===== config.mk =====
export PLATFORM = sky130hd
export DESIGN_NAME = sdrbs_top
export DESIGN_NICKNAME = d
export VERILOG_FILES = /design/src/rtl/sdrbs_pkg.sv /design/src/rtl/sdrbs_bank_if.sv /design/src/rtl/sdrbs_bank.sv /design/src/rtl/sdrbs_top.sv
export SDC_FILE = /design/constraint.sdc
export NUM_CORES = 1
export LEC_CHECK = 0
export BUFFER_PORTS_ARGS = -buffer_cell sky130_fd_sc_hd__buf_2
export CELL_PAD_IN_SITES_DETAIL_PLACEMENT = 0
export CELL_PAD_IN_SITES_GLOBAL_PLACEMENT = 1
export CORE_MARGIN = 1.5
export CORE_UTILIZATION = 43
export DETAILED_ROUTE_END_ITERATION = 12
export PLACE_DENSITY = 0.79
export SETUP_SLACK_MARGIN = 0.4
export SYNTH_ARGS = -nofsm -noshare
export SYNTH_HDL_FRONTEND = slang
export SYNTH_HIERARCHICAL = 1
export SYNTH_SLANG_ARGS = --single-unit

===== constraint.sdc =====
create_clock -name core_clk_i -period 3.1 [get_ports core_clk_i]
set_input_delay 0.155 -clock core_clk_i [delete_from_list [all_inputs] [get_ports core_clk_i]]
set_output_delay 0.155 -clock core_clk_i [all_outputs]
set_load 0.005 [all_outputs]

===== src/rtl/sdrbs_pkg.sv =====
// Shared constants and types for the refresh and bank state block
`default_nettype none
package sdrbs_pkg;
	// Command codes, {ras_n, cas_n, we_n} with chip select low
	localparam logic [2:0] CMD_NOP       = 3'h7;
	localparam logic [2:0] CMD_ACTIVE    = 3'h3;
	localparam logic [2:0] CMD_READ      = 3'h5;
	localparam logic [2:0] CMD_WRITE     = 3'h4;
	localparam logic [2:0] CMD_BURST_END = 3'h6;
	localparam logic [2:0] CMD_PRECHARGE = 3'h2;
	localparam logic [2:0] CMD_REFRESH   = 3'h1;
	localparam logic [2:0] CMD_MODE_LOAD = 3'h0;
	// Field position and sizes
	localparam int AUTO_PRECHARGE_BIT = 10;
	localparam int NUM_BANKS          = 4;
	localparam int ROW_BITS           = 13;
	localparam int TIMER_BITS         = 16;
	// Timing, ns, and derived cycle counts at 100 MHz
	localparam int CLK_PERIOD_NS            = 10;
	localparam int PRECHARGE_PERIOD_NS      = 20;
	localparam int ROW_TO_COLUMN_DELAY_NS   = 20;
	localparam int REFRESH_CYCLE_TIME_NS    = 66;
	localparam int MODE_LOAD_DELAY_NS       = 20;
	localparam int SELF_REFRESH_EXIT_NS     = 75;
	localparam int SELF_REFRESH_EXIT_MIN_CK = 2;
	localparam int INTERNAL_REFRESH_NS      = 7813;
	// Least times round up
	localparam int PRECHARGE_CYC = (PRECHARGE_PERIOD_NS + CLK_PERIOD_NS - 1) / CLK_PERIOD_NS;
	localparam int ROW_TO_COLUMN_CYC =
		(ROW_TO_COLUMN_DELAY_NS + CLK_PERIOD_NS - 1) / CLK_PERIOD_NS;
	localparam int REFRESH_CYC = (REFRESH_CYCLE_TIME_NS + CLK_PERIOD_NS - 1) / CLK_PERIOD_NS;
	localparam int MODE_LOAD_CYC = (MODE_LOAD_DELAY_NS + CLK_PERIOD_NS - 1) / CLK_PERIOD_NS;
	localparam int EXIT_RAW_CYC = (SELF_REFRESH_EXIT_NS + CLK_PERIOD_NS - 1) / CLK_PERIOD_NS;
	localparam int SELF_REFRESH_EXIT_CYC =
		(EXIT_RAW_CYC > SELF_REFRESH_EXIT_MIN_CK) ? EXIT_RAW_CYC : SELF_REFRESH_EXIT_MIN_CK;
	// Longest time rounds down
	localparam int INTERNAL_REFRESH_CYC = INTERNAL_REFRESH_NS / CLK_PERIOD_NS;

	// Per-bank state
	typedef enum logic [2:0]
	{
		SDRBS_IDLE,
		SDRBS_ACTIVATING,
		SDRBS_ROW_ACTIVE,
		SDRBS_READ,
		SDRBS_WRITE,
		SDRBS_READ_AP,
		SDRBS_WRITE_AP,
		SDRBS_PRECHARGING
	} sdrbs_bank_t;

	// Device-wide state
	typedef enum logic [2:0]
	{
		SDRBS_DEV_NORMAL,
		SDRBS_DEV_REFRESHING,
		SDRBS_DEV_MODE_LOAD,
		SDRBS_DEV_PRE_ALL,
		SDRBS_DEV_SELF_REFRESH,
		SDRBS_DEV_SR_EXIT
	} sdrbs_dev_t;
endpackage : sdrbs_pkg
`default_nettype wire


===== src/rtl/sdrbs_bank_if.sv =====
// Interface carrying per-bank command strobes to the bank trackers
`timescale 1ns/1ps
`default_nettype none
interface sdrbs_bank_if;
	logic        activate;
	logic        read;
	logic        write;
	logic        auto_pre;
	logic        precharge;
	logic        burst_stop;
	logic [2:0]  state;
	logic        busy;

	modport ctrl
	(
		output activate, read, write, auto_pre, precharge, burst_stop,
		input  state, busy
	);
	modport bank
	(
		input  activate, read, write, auto_pre, precharge, burst_stop,
		output state, busy
	);
endinterface : sdrbs_bank_if
`default_nettype wire


===== src/rtl/sdrbs_bank.sv =====
// One bank's current-state tracker with its timed states
`timescale 1ns/1ps
`default_nettype none
module sdrbs_bank
(
	input  wire logic core_clk_i,
	input  wire logic resetn_i,
	input  wire logic burst_done_i,
	sdrbs_bank_if.bank bus
);
	sdrbs_pkg::sdrbs_bank_t state_ff;
	logic [7:0]             timer_ff;

	assign bus.state = state_ff;
	assign bus.busy  = (state_ff != sdrbs_pkg::SDRBS_IDLE);

	////////////////////////////////////////////////////////////////
	// Bank state; no strobe means the operation keeps running
	always_ff @(posedge core_clk_i or negedge resetn_i)
	begin
		if (!resetn_i)
		begin
			state_ff <= sdrbs_pkg::SDRBS_IDLE;
			timer_ff <= 8'h00;
		end
		else
		begin
			if (timer_ff != 8'h00)
				timer_ff <= timer_ff - 8'h01;
			case (state_ff)
				sdrbs_pkg::SDRBS_IDLE:
				begin
					// Precharge to an idle bank is ignored
					if (bus.activate)
					begin
						state_ff <= sdrbs_pkg::SDRBS_ACTIVATING;
						timer_ff <= 8'(sdrbs_pkg::ROW_TO_COLUMN_CYC - 1);
					end
				end
				sdrbs_pkg::SDRBS_ACTIVATING:
				begin
					if (timer_ff == 8'h00)
						state_ff <= sdrbs_pkg::SDRBS_ROW_ACTIVE;
				end
				sdrbs_pkg::SDRBS_ROW_ACTIVE, sdrbs_pkg::SDRBS_READ,
				sdrbs_pkg::SDRBS_WRITE:
				begin
					// New access restarts, precharge truncates
					if (bus.precharge)
					begin
						state_ff <= sdrbs_pkg::SDRBS_PRECHARGING;
						timer_ff <= 8'(sdrbs_pkg::PRECHARGE_CYC - 1);
					end
					else if (bus.read || bus.write)
					begin
						if (bus.auto_pre)
						begin
							state_ff <= bus.read ? sdrbs_pkg::SDRBS_READ_AP
								: sdrbs_pkg::SDRBS_WRITE_AP;
							timer_ff <= 8'(sdrbs_pkg::PRECHARGE_CYC - 1);
						end
						else
							state_ff <= bus.read ? sdrbs_pkg::SDRBS_READ
								: sdrbs_pkg::SDRBS_WRITE;
					end
					else if (bus.burst_stop || burst_done_i)
					begin
						if (state_ff != sdrbs_pkg::SDRBS_ROW_ACTIVE)
							state_ff <= sdrbs_pkg::SDRBS_ROW_ACTIVE;
					end
				end
				sdrbs_pkg::SDRBS_READ_AP, sdrbs_pkg::SDRBS_WRITE_AP,
				sdrbs_pkg::SDRBS_PRECHARGING:
				begin
					// Simplification: burst length folded into the precharge wait
					if (timer_ff == 8'h00)
						state_ff <= sdrbs_pkg::SDRBS_IDLE;
				end
				default:
					state_ff <= sdrbs_pkg::SDRBS_IDLE;
			endcase
		end
	end
endmodule : sdrbs_bank
`default_nettype wire


===== src/rtl/sdrbs_top.sv =====
// Refresh handling and per-bank command tracking of a four-bank SDRAM
`timescale 1ns/1ps
`default_nettype none
module sdrbs_top
#(
	parameter int  BURST_CYCLES     = 4,
	parameter bit  AUTOMOTIVE_GRADE = 1'b0,
	parameter int  INTERNAL_REF_CYC = sdrbs_pkg::INTERNAL_REFRESH_CYC
)
(
	input  wire logic        core_clk_i,
	input  wire logic        resetn_i,
	input  wire logic        clk_gate_i,
	input  wire logic        chip_sel_n_i,
	input  wire logic        row_strobe_n_i,
	input  wire logic        col_strobe_n_i,
	input  wire logic        write_strobe_n_i,
	input  wire logic [12:0] addr_i,
	input  wire logic        bank_select_low_i,
	input  wire logic        bank_select_high_i,
	output logic [11:0]      bank_state_o,
	output logic [2:0]       dev_state_o,
	output logic [12:0]      refresh_row_o,
	output logic             refresh_pulse_o,
	output logic             cmd_error_o
);
	////////////////////////////////////////////////////////////////
	// Pin synchronisers: two flops before any logic
	logic [18:0] pin_s1_ff;
	logic [18:0] pin_s2_ff;
	logic        gate_prev_ff;

	always_ff @(posedge core_clk_i or negedge resetn_i)
	begin
		if (!resetn_i)
		begin
			pin_s1_ff <= {1'b0, 4'hf, 14'h0000};
			pin_s2_ff <= {1'b0, 4'hf, 14'h0000};
		end
		else
		begin
			pin_s1_ff <= {clk_gate_i, chip_sel_n_i, row_strobe_n_i, col_strobe_n_i,
				write_strobe_n_i, addr_i, bank_select_high_i};
			pin_s2_ff <= pin_s1_ff;
		end
	end

	logic        bank_lo_s1_ff;
	logic        bank_lo_s2_ff;
	logic        gate;
	logic        cs_n;
	logic [2:0]  cmd;
	logic        ap_bit;
	logic [1:0]  bank_sel;

	assign gate     = pin_s2_ff[18];
	assign cs_n     = pin_s2_ff[17];
	assign cmd      = pin_s2_ff[16:14];
	assign ap_bit   = pin_s2_ff[1 + sdrbs_pkg::AUTO_PRECHARGE_BIT];
	assign bank_sel = {pin_s2_ff[0], bank_lo_s2_ff};

	// Low bank select gets its own synchroniser pair
	always_ff @(posedge core_clk_i or negedge resetn_i)
	begin
		if (!resetn_i)
		begin
			bank_lo_s1_ff <= 1'b0;
			bank_lo_s2_ff <= 1'b0;
			gate_prev_ff  <= 1'b0;
		end
		else
		begin
			bank_lo_s1_ff <= bank_select_low_i;
			bank_lo_s2_ff <= bank_lo_s1_ff;
			gate_prev_ff  <= gate;
		end
	end

	////////////////////////////////////////////////////////////////
	// Command decode, gated by device state
	sdrbs_pkg::sdrbs_dev_t dev_ff;
	logic [15:0]           dev_timer_ff;
	logic                  cmd_valid;
	logic                  all_idle;
	logic                  dev_free;
	logic [3:0]            bank_busy;

	function automatic logic is_cmd(input logic [2:0] c, input logic [2:0] code);
		is_cmd = (c == code);
	endfunction : is_cmd

	assign dev_free  = (dev_ff == sdrbs_pkg::SDRBS_DEV_NORMAL);
	// Decode only with gate high now and last cycle, exit time done
	assign cmd_valid = dev_free && gate && gate_prev_ff && !cs_n;
	assign all_idle  = (bank_busy == 4'h0);

	////////////////////////////////////////////////////////////////
	// Bank trackers
	sdrbs_bank_if bif[sdrbs_pkg::NUM_BANKS]();
	logic [11:0]  bank_state_all;
	logic [1:0]   last_burst_ff;
	logic [7:0]   burst_cnt_ff;
	logic         burst_live_ff;

	genvar gi;
	generate
		for (gi = 0; gi < sdrbs_pkg::NUM_BANKS; gi++)
		begin : g_bank
			logic hit;
			assign hit = (bank_sel == 2'(gi));
			assign bif[gi].activate  = cmd_valid && is_cmd(cmd, sdrbs_pkg::CMD_ACTIVE) && hit;
			assign bif[gi].read      = cmd_valid && is_cmd(cmd, sdrbs_pkg::CMD_READ) && hit;
			assign bif[gi].write     = cmd_valid && is_cmd(cmd, sdrbs_pkg::CMD_WRITE) && hit;
			assign bif[gi].auto_pre  = ap_bit;
			// Bit high: all banks, bank select ignored
			assign bif[gi].precharge = cmd_valid && is_cmd(cmd, sdrbs_pkg::CMD_PRECHARGE)
				&& (ap_bit || hit);
			// Terminate goes to the bank of the latest burst
			assign bif[gi].burst_stop = cmd_valid && is_cmd(cmd, sdrbs_pkg::CMD_BURST_END)
				&& (last_burst_ff == 2'(gi));
			assign bank_busy[gi] = bif[gi].busy;

			sdrbs_bank u_bank
			(
				.core_clk_i   (core_clk_i),
				.resetn_i     (resetn_i),
				.burst_done_i (burst_live_ff && burst_cnt_ff == 8'h00
					&& last_burst_ff == 2'(gi)),
				.bus          (bif[gi])
			);

			assign bank_state_all[3*gi +: 3] = bif[gi].state;
		end
	endgenerate

	// One register stage for all bank states, so the output has one driver
	always_ff @(posedge core_clk_i or negedge resetn_i)
	begin
		if (!resetn_i)
			bank_state_o <= 12'h000;
		else
			bank_state_o <= bank_state_all;
	end

	// Most recent burst owner and a fixed-length burst counter
	logic access;
	assign access = cmd_valid && (is_cmd(cmd, sdrbs_pkg::CMD_READ)
		|| is_cmd(cmd, sdrbs_pkg::CMD_WRITE));

	always_ff @(posedge core_clk_i or negedge resetn_i)
	begin
		if (!resetn_i)
		begin
			last_burst_ff <= 2'h0;
			burst_cnt_ff  <= 8'h00;
			burst_live_ff <= 1'b0;
		end
		else if (access)
		begin
			last_burst_ff <= bank_sel;
			burst_cnt_ff  <= 8'(BURST_CYCLES - 1);
			burst_live_ff <= 1'b1;
		end
		else if (cmd_valid && is_cmd(cmd, sdrbs_pkg::CMD_BURST_END))
			burst_live_ff <= 1'b0;
		else if (burst_live_ff)
		begin
			if (burst_cnt_ff == 8'h00)
				burst_live_ff <= 1'b0;
			else
				burst_cnt_ff <= burst_cnt_ff - 8'h01;
		end
	end

	////////////////////////////////////////////////////////////////
	// Device state: refresh, mode load, precharge all, self refresh
	logic refresh_cmd;
	logic sr_enter;
	logic internal_tick;

	// Refresh encoding; gate sampled this cycle chooses auto or self
	assign refresh_cmd = dev_free && gate_prev_ff && !cs_n
		&& is_cmd(cmd, sdrbs_pkg::CMD_REFRESH) && all_idle;
	// Automotive build never enters self refresh
	assign sr_enter = refresh_cmd && !gate && !AUTOMOTIVE_GRADE;

	always_ff @(posedge core_clk_i or negedge resetn_i)
	begin
		if (!resetn_i)
		begin
			dev_ff       <= sdrbs_pkg::SDRBS_DEV_NORMAL;
			dev_timer_ff <= 16'h0000;
		end
		else
		begin
			case (dev_ff)
				sdrbs_pkg::SDRBS_DEV_NORMAL:
				begin
					if (sr_enter)
						dev_ff <= sdrbs_pkg::SDRBS_DEV_SELF_REFRESH;
					else if (refresh_cmd && gate)
					begin
						dev_ff       <= sdrbs_pkg::SDRBS_DEV_REFRESHING;
						dev_timer_ff <= 16'(sdrbs_pkg::REFRESH_CYC - 1);
					end
					else if (cmd_valid && all_idle && is_cmd(cmd, sdrbs_pkg::CMD_MODE_LOAD))
					begin
						dev_ff       <= sdrbs_pkg::SDRBS_DEV_MODE_LOAD;
						dev_timer_ff <= 16'(sdrbs_pkg::MODE_LOAD_CYC - 1);
					end
					else if (cmd_valid && ap_bit && is_cmd(cmd, sdrbs_pkg::CMD_PRECHARGE))
					begin
						dev_ff       <= sdrbs_pkg::SDRBS_DEV_PRE_ALL;
						dev_timer_ff <= 16'(sdrbs_pkg::PRECHARGE_CYC - 1);
					end
				end
				sdrbs_pkg::SDRBS_DEV_REFRESHING, sdrbs_pkg::SDRBS_DEV_MODE_LOAD,
				sdrbs_pkg::SDRBS_DEV_PRE_ALL, sdrbs_pkg::SDRBS_DEV_SR_EXIT:
				begin
					// Inputs ignored until the interval runs out
					if (dev_timer_ff == 16'h0000)
						dev_ff <= sdrbs_pkg::SDRBS_DEV_NORMAL;
					else
						dev_timer_ff <= dev_timer_ff - 16'h0001;
				end
				sdrbs_pkg::SDRBS_DEV_SELF_REFRESH:
				begin
					// Only the clock gate is watched here
					if (gate)
					begin
						dev_ff       <= sdrbs_pkg::SDRBS_DEV_SR_EXIT;
						dev_timer_ff <= 16'(sdrbs_pkg::SELF_REFRESH_EXIT_CYC - 1);
					end
				end
				default:
					dev_ff <= sdrbs_pkg::SDRBS_DEV_NORMAL;
			endcase
		end
	end

	////////////////////////////////////////////////////////////////
	// Internal refresh timer for self refresh; models the on-die oscillator
	logic [15:0] int_cnt_ff;
	assign internal_tick = (dev_ff == sdrbs_pkg::SDRBS_DEV_SELF_REFRESH)
		&& (int_cnt_ff == 16'h0000);

	always_ff @(posedge core_clk_i or negedge resetn_i)
	begin
		if (!resetn_i)
			int_cnt_ff <= 16'h0000;
		else if (dev_ff != sdrbs_pkg::SDRBS_DEV_SELF_REFRESH)
			int_cnt_ff <= 16'(INTERNAL_REF_CYC - 1);
		else if (int_cnt_ff == 16'h0000)
			int_cnt_ff <= 16'(INTERNAL_REF_CYC - 1);
		else
			int_cnt_ff <= int_cnt_ff - 16'h0001;
	end

	////////////////////////////////////////////////////////////////
	// Shared row counter; both refresh modes advance it, address ignored
	always_ff @(posedge core_clk_i or negedge resetn_i)
	begin
		if (!resetn_i)
		begin
			refresh_row_o   <= 13'h0000;
			refresh_pulse_o <= 1'b0;
		end
		else
		begin
			refresh_pulse_o <= (refresh_cmd && gate) || internal_tick;
			if ((refresh_cmd && gate) || internal_tick)
				refresh_row_o <= refresh_row_o + 13'h0001;
		end
	end

	////////////////////////////////////////////////////////////////
	// Status outputs; with the gate high, error flags commands a busy device rejects, and refresh or mode load with a bank open
	logic bad_cmd;
	assign bad_cmd = !cs_n && gate && gate_prev_ff && !is_cmd(cmd, sdrbs_pkg::CMD_NOP)
		&& (!dev_free
		|| ((is_cmd(cmd, sdrbs_pkg::CMD_REFRESH) || is_cmd(cmd, sdrbs_pkg::CMD_MODE_LOAD))
		&& !all_idle));

	always_ff @(posedge core_clk_i or negedge resetn_i)
	begin
		if (!resetn_i)
		begin
			dev_state_o <= 3'h0;
			cmd_error_o <= 1'b0;
		end
		else
		begin
			dev_state_o <= dev_ff;
			cmd_error_o <= bad_cmd;
		end
	end
endmodule : sdrbs_top
`default_nettype wire


==> flow_summary.ini <==
[status]
outcome = finished clean

[timing]
hold_viol = 0
finalWorstSetupSlack_ns = 0.501
finalSetupViolations = 0
drv_slew = 0
fin_skew_ns = 0.0130
relSlewSlack_pct = 54.8
rsz0062_at_grt = true
max_freq_mhz = 385
setup_tns_ns = 0
fin_crit_sh_pct = 83.8
tightest_slew_ns = 0.678
min_period_ns = 2.60

[power]
power_frac_comb_pct = 31.0
p_seq_share_pct = 38.6
sw_frac_of_total_pct = 34.8
cellLeakagePower_uw = 0.00361
power-per-cell-area_nw_per_um2 = 854
pwr-share-clk_pct = 30.5
switchingPower_uw = 2590
peakVddDrop_mv = 0.447
p_int_uw = 4850

[job]
maxCapViolCount = 0

[floorplanning]
die_area_sq_um = 17600
start_util_pct = 43.8
ios = 52
die_y_um = 133
num_rows = 47
core_area_sq_um = 16500
die_x_um = 133

[place]
pre_cts_ws_ns = 0.282
hpwlAfterDp_um = 10700
port_buffers = 39
globalplace.congestion = 0.889

[synthesis]
synth-async-reset-ratio_pct = 100
ys_ff_latch = 137
yosysUniqueCellTypes = 70
yosysSeqAreaShare_pct = 47.5
ys_warn_count = 6
synth-main-ff-cell = dfrtp_1
yosys.area.top_type = dfrtp_1
synth_area_leaders = dfrtp_1 45%, xnor2_1 5.1%, nor2_1 4.7%, nor3_1 4.3%, dfstp_2 2.9%
synth_edf_count = 0
syn_nets = 770
synthCells = 738
synth_top_cell_area_share_pct = 44.6
syn_area_sq_um = 7240
syn_area_per_cell_sq_um = 9.80

[route]
ant_nets = 0
vias = 5780
firstDrtPassIters = 4
routedWlPerCell_um = 15.0
drt_wl_total_um = 15600
first_iter_violations = 389
drc = 0
drt-vias-per-instance = 5.54

[final_layout]
nFillCells = 1462
multi_input_area_sq_um = 3720
nets = 842
n_antenna_cell = 0
seqCellArea_sq_um = 3440
drive_gt1_share_pct = 20.8
syn2layout_area_growth_pct = 20.3

[setup_path]
crit_path_end_kind = register
crit_path_start_kind = register
cp_slowest_cell = or3b_2
required_ns = 3.41
ff2ff_path_depth = 8
cpPeakStageDelay_ns = 0.47
cp_max_fo = 7
worst-path-stages = 8
path_class = register to register
crit_arrival_ns = 2.91
crit_path_cell_trace = or3_4 > nor2_2 > nand3_4 > nor3_2 > or3b_2 > a21oi_2 > o22ai_1 > a211o_1
worst-path-buf-inv = 0
crit_family = simple AND/OR/NAND/NOR gates

[global_routing]
grt_usage_pct = 19.1
grt_pass1_vias = 5809
grt_max_degree = 72
antenna_found_initial = 0
grt_overflow_total = 0
grt_first_pass_wirelength_um = 27200

[clock_tree]
cts.sinks = 137
numCtsBuffers = 17
htree_levels = 4
insertion_delay_ns = 0.43
cts_tree = built
clock-root-buffer = clkbuf_16
cts.path.max_buffers = 2
clk_pin_slew_ns = 0.06

[worst_hold_path]
hold_path.class = primary input to async pin
==> stage by stage <==
| step | power (uW) | area (sq um) | utilization, % | hold slack, ns | std cells |
|---|---|---|---|---|---|
| floorplan | 4510 | 7240 | - | -0.141 | 738 |
| detailed placement | 5130 | 7770 | 47.0 | 0.232 | 997 |
| CTS | 7460 | 8560 | 51.8 | 0.343 | 1038 |
| global placement | 5000 | 7770 | 47.0 | 0.216 | 997 |
| global route | 7960 | 8710 | 52.7 | 0.352 | 1043 |
| finish | 7430 | 8710 | 52.7 | 0.330 | 1043 |
==> what timing repair did <==
action	in CTS	in global routing
buffers inserted	0	5
endpoints found under the setup margin	17	56
hold buffers	9	0
hold endpoints to repair	76	0
pin swaps	0	2
resized for setup	7	27
==> placed cells by master, fill, tap and decap left out, types with 17 or more instances in the layout <==
master,n
dfrtp_1,128
nor2_1,86
nor3_1,56
nand2_1,48
xnor2_1,42
buf_2,38
buf_4,28
inv_1,27
nand2b_1,22
o21ai_0,19
nor2b_1,17
clkbuf_16,17
==> final cells by class <==
class                           instances  area share (%)
Clock inverter                         10            2.20
Tap cell                              220            3.16
Inverter                               27            1.16
Sequential cell                       137            39.5
Timing Repair Buffer                   76            5.76
Multi-Input combinational cell        551            42.8
Clock buffer                           22            5.45
==> power by group through the flow <==
| stage | clock (uW) | sequential, uW | combinational [uW] |
|---|---|---|---|
| floorplan | 0 | 2720 | 1790 |
| global placement | 0 | 2840 | 2160 |
| detailed placement | 0 | 2870 | 2260 |
| CTS | 2320 | 2850 | 2290 |
| global route | 2390 | 2960 | 2610 |
| finish | 2270 | 2870 | 2300 |
==> metal layers <==
metal,track usage (%),part of all wire [%]
met1,24.4,47
met2,31.5,49
met3,4.14,3.0
met4,8.12,1.1
met5,0,0
==> final timing paths <==
| kind | to | slack [ns] | from |
|---|---|---|---|
| max in group asynchronous | pin_s2_ff[14] | 1.92 | resetn_i |
| min in group core_clk_i | bank_lo_s2_ff | 0.35 | bank_lo_s1_ff |
| worst min-delay path | g_bank[3].u_bank/timer_ff[1] | 0.33 | resetn_i |
| worst max-delay path | g_bank[2].u_bank/bus.state[1] | 0.50 | dev_ff[0] |
| worst max register to register | g_bank[2].u_bank/bus.state[1] | 0.50 | dev_ff[0] |
| worst min register to register | bank_lo_s2_ff | 0.35 | bank_lo_s1_ff |
==> cell families after synthesis <==
| logic type | share of synthesized area, % |
|---|---|
| fa+ha+maj | 1.73 |
| flops | 47.5 |
| compound gates | 13.7 |
| xor+xnor | 6.17 |
| simple gates | 26.2 |
| buf+inv | 3.03 |
| mux | 1.61 |
==> cells in the mapped netlist, drive strengths merged, types with 13 or more instances <==
| library cell | n |
|---|---|
| xnor2 | 42 |
| nand4 | 14 |
| dfrtp | 129 |
| o211ai | 15 |
| nor4 | 20 |
| nand3 | 13 |
| a21oi | 21 |
| nand2 | 49 |
| o21ai | 24 |
| clkbuf | 18 |
| nor3 | 66 |
| a211oi | 13 |
| nand2b | 22 |
| nor2b | 17 |
| nor2 | 91 |
| or4 | 13 |
| inv | 27 |
==> flip-flops by register name, summed over array words and instances, names as in the netlist <==
name / flops
int_cnt_ff: 16
dev_timer_ff: 16
pin_s2_ff: 7
dev_state_o: 3
gate_prev_ff: 1
burst_live_ff: 1
bank_state_o: 12
pin_s1_ff: 7
refresh_pulse_o: 1
burst_cnt_ff: 8
g_bank.u_bank/timer_ff: 32
cmd_error_o: 1
last_burst_ff: 2
bank_lo_s1_ff: 1
g_bank.u_bank/bus.state: 12
refresh_row_o: 13
dev_ff: 3
bank_lo_s2_ff: 1
Note: power is estimated with default switching activity, not from simulation.
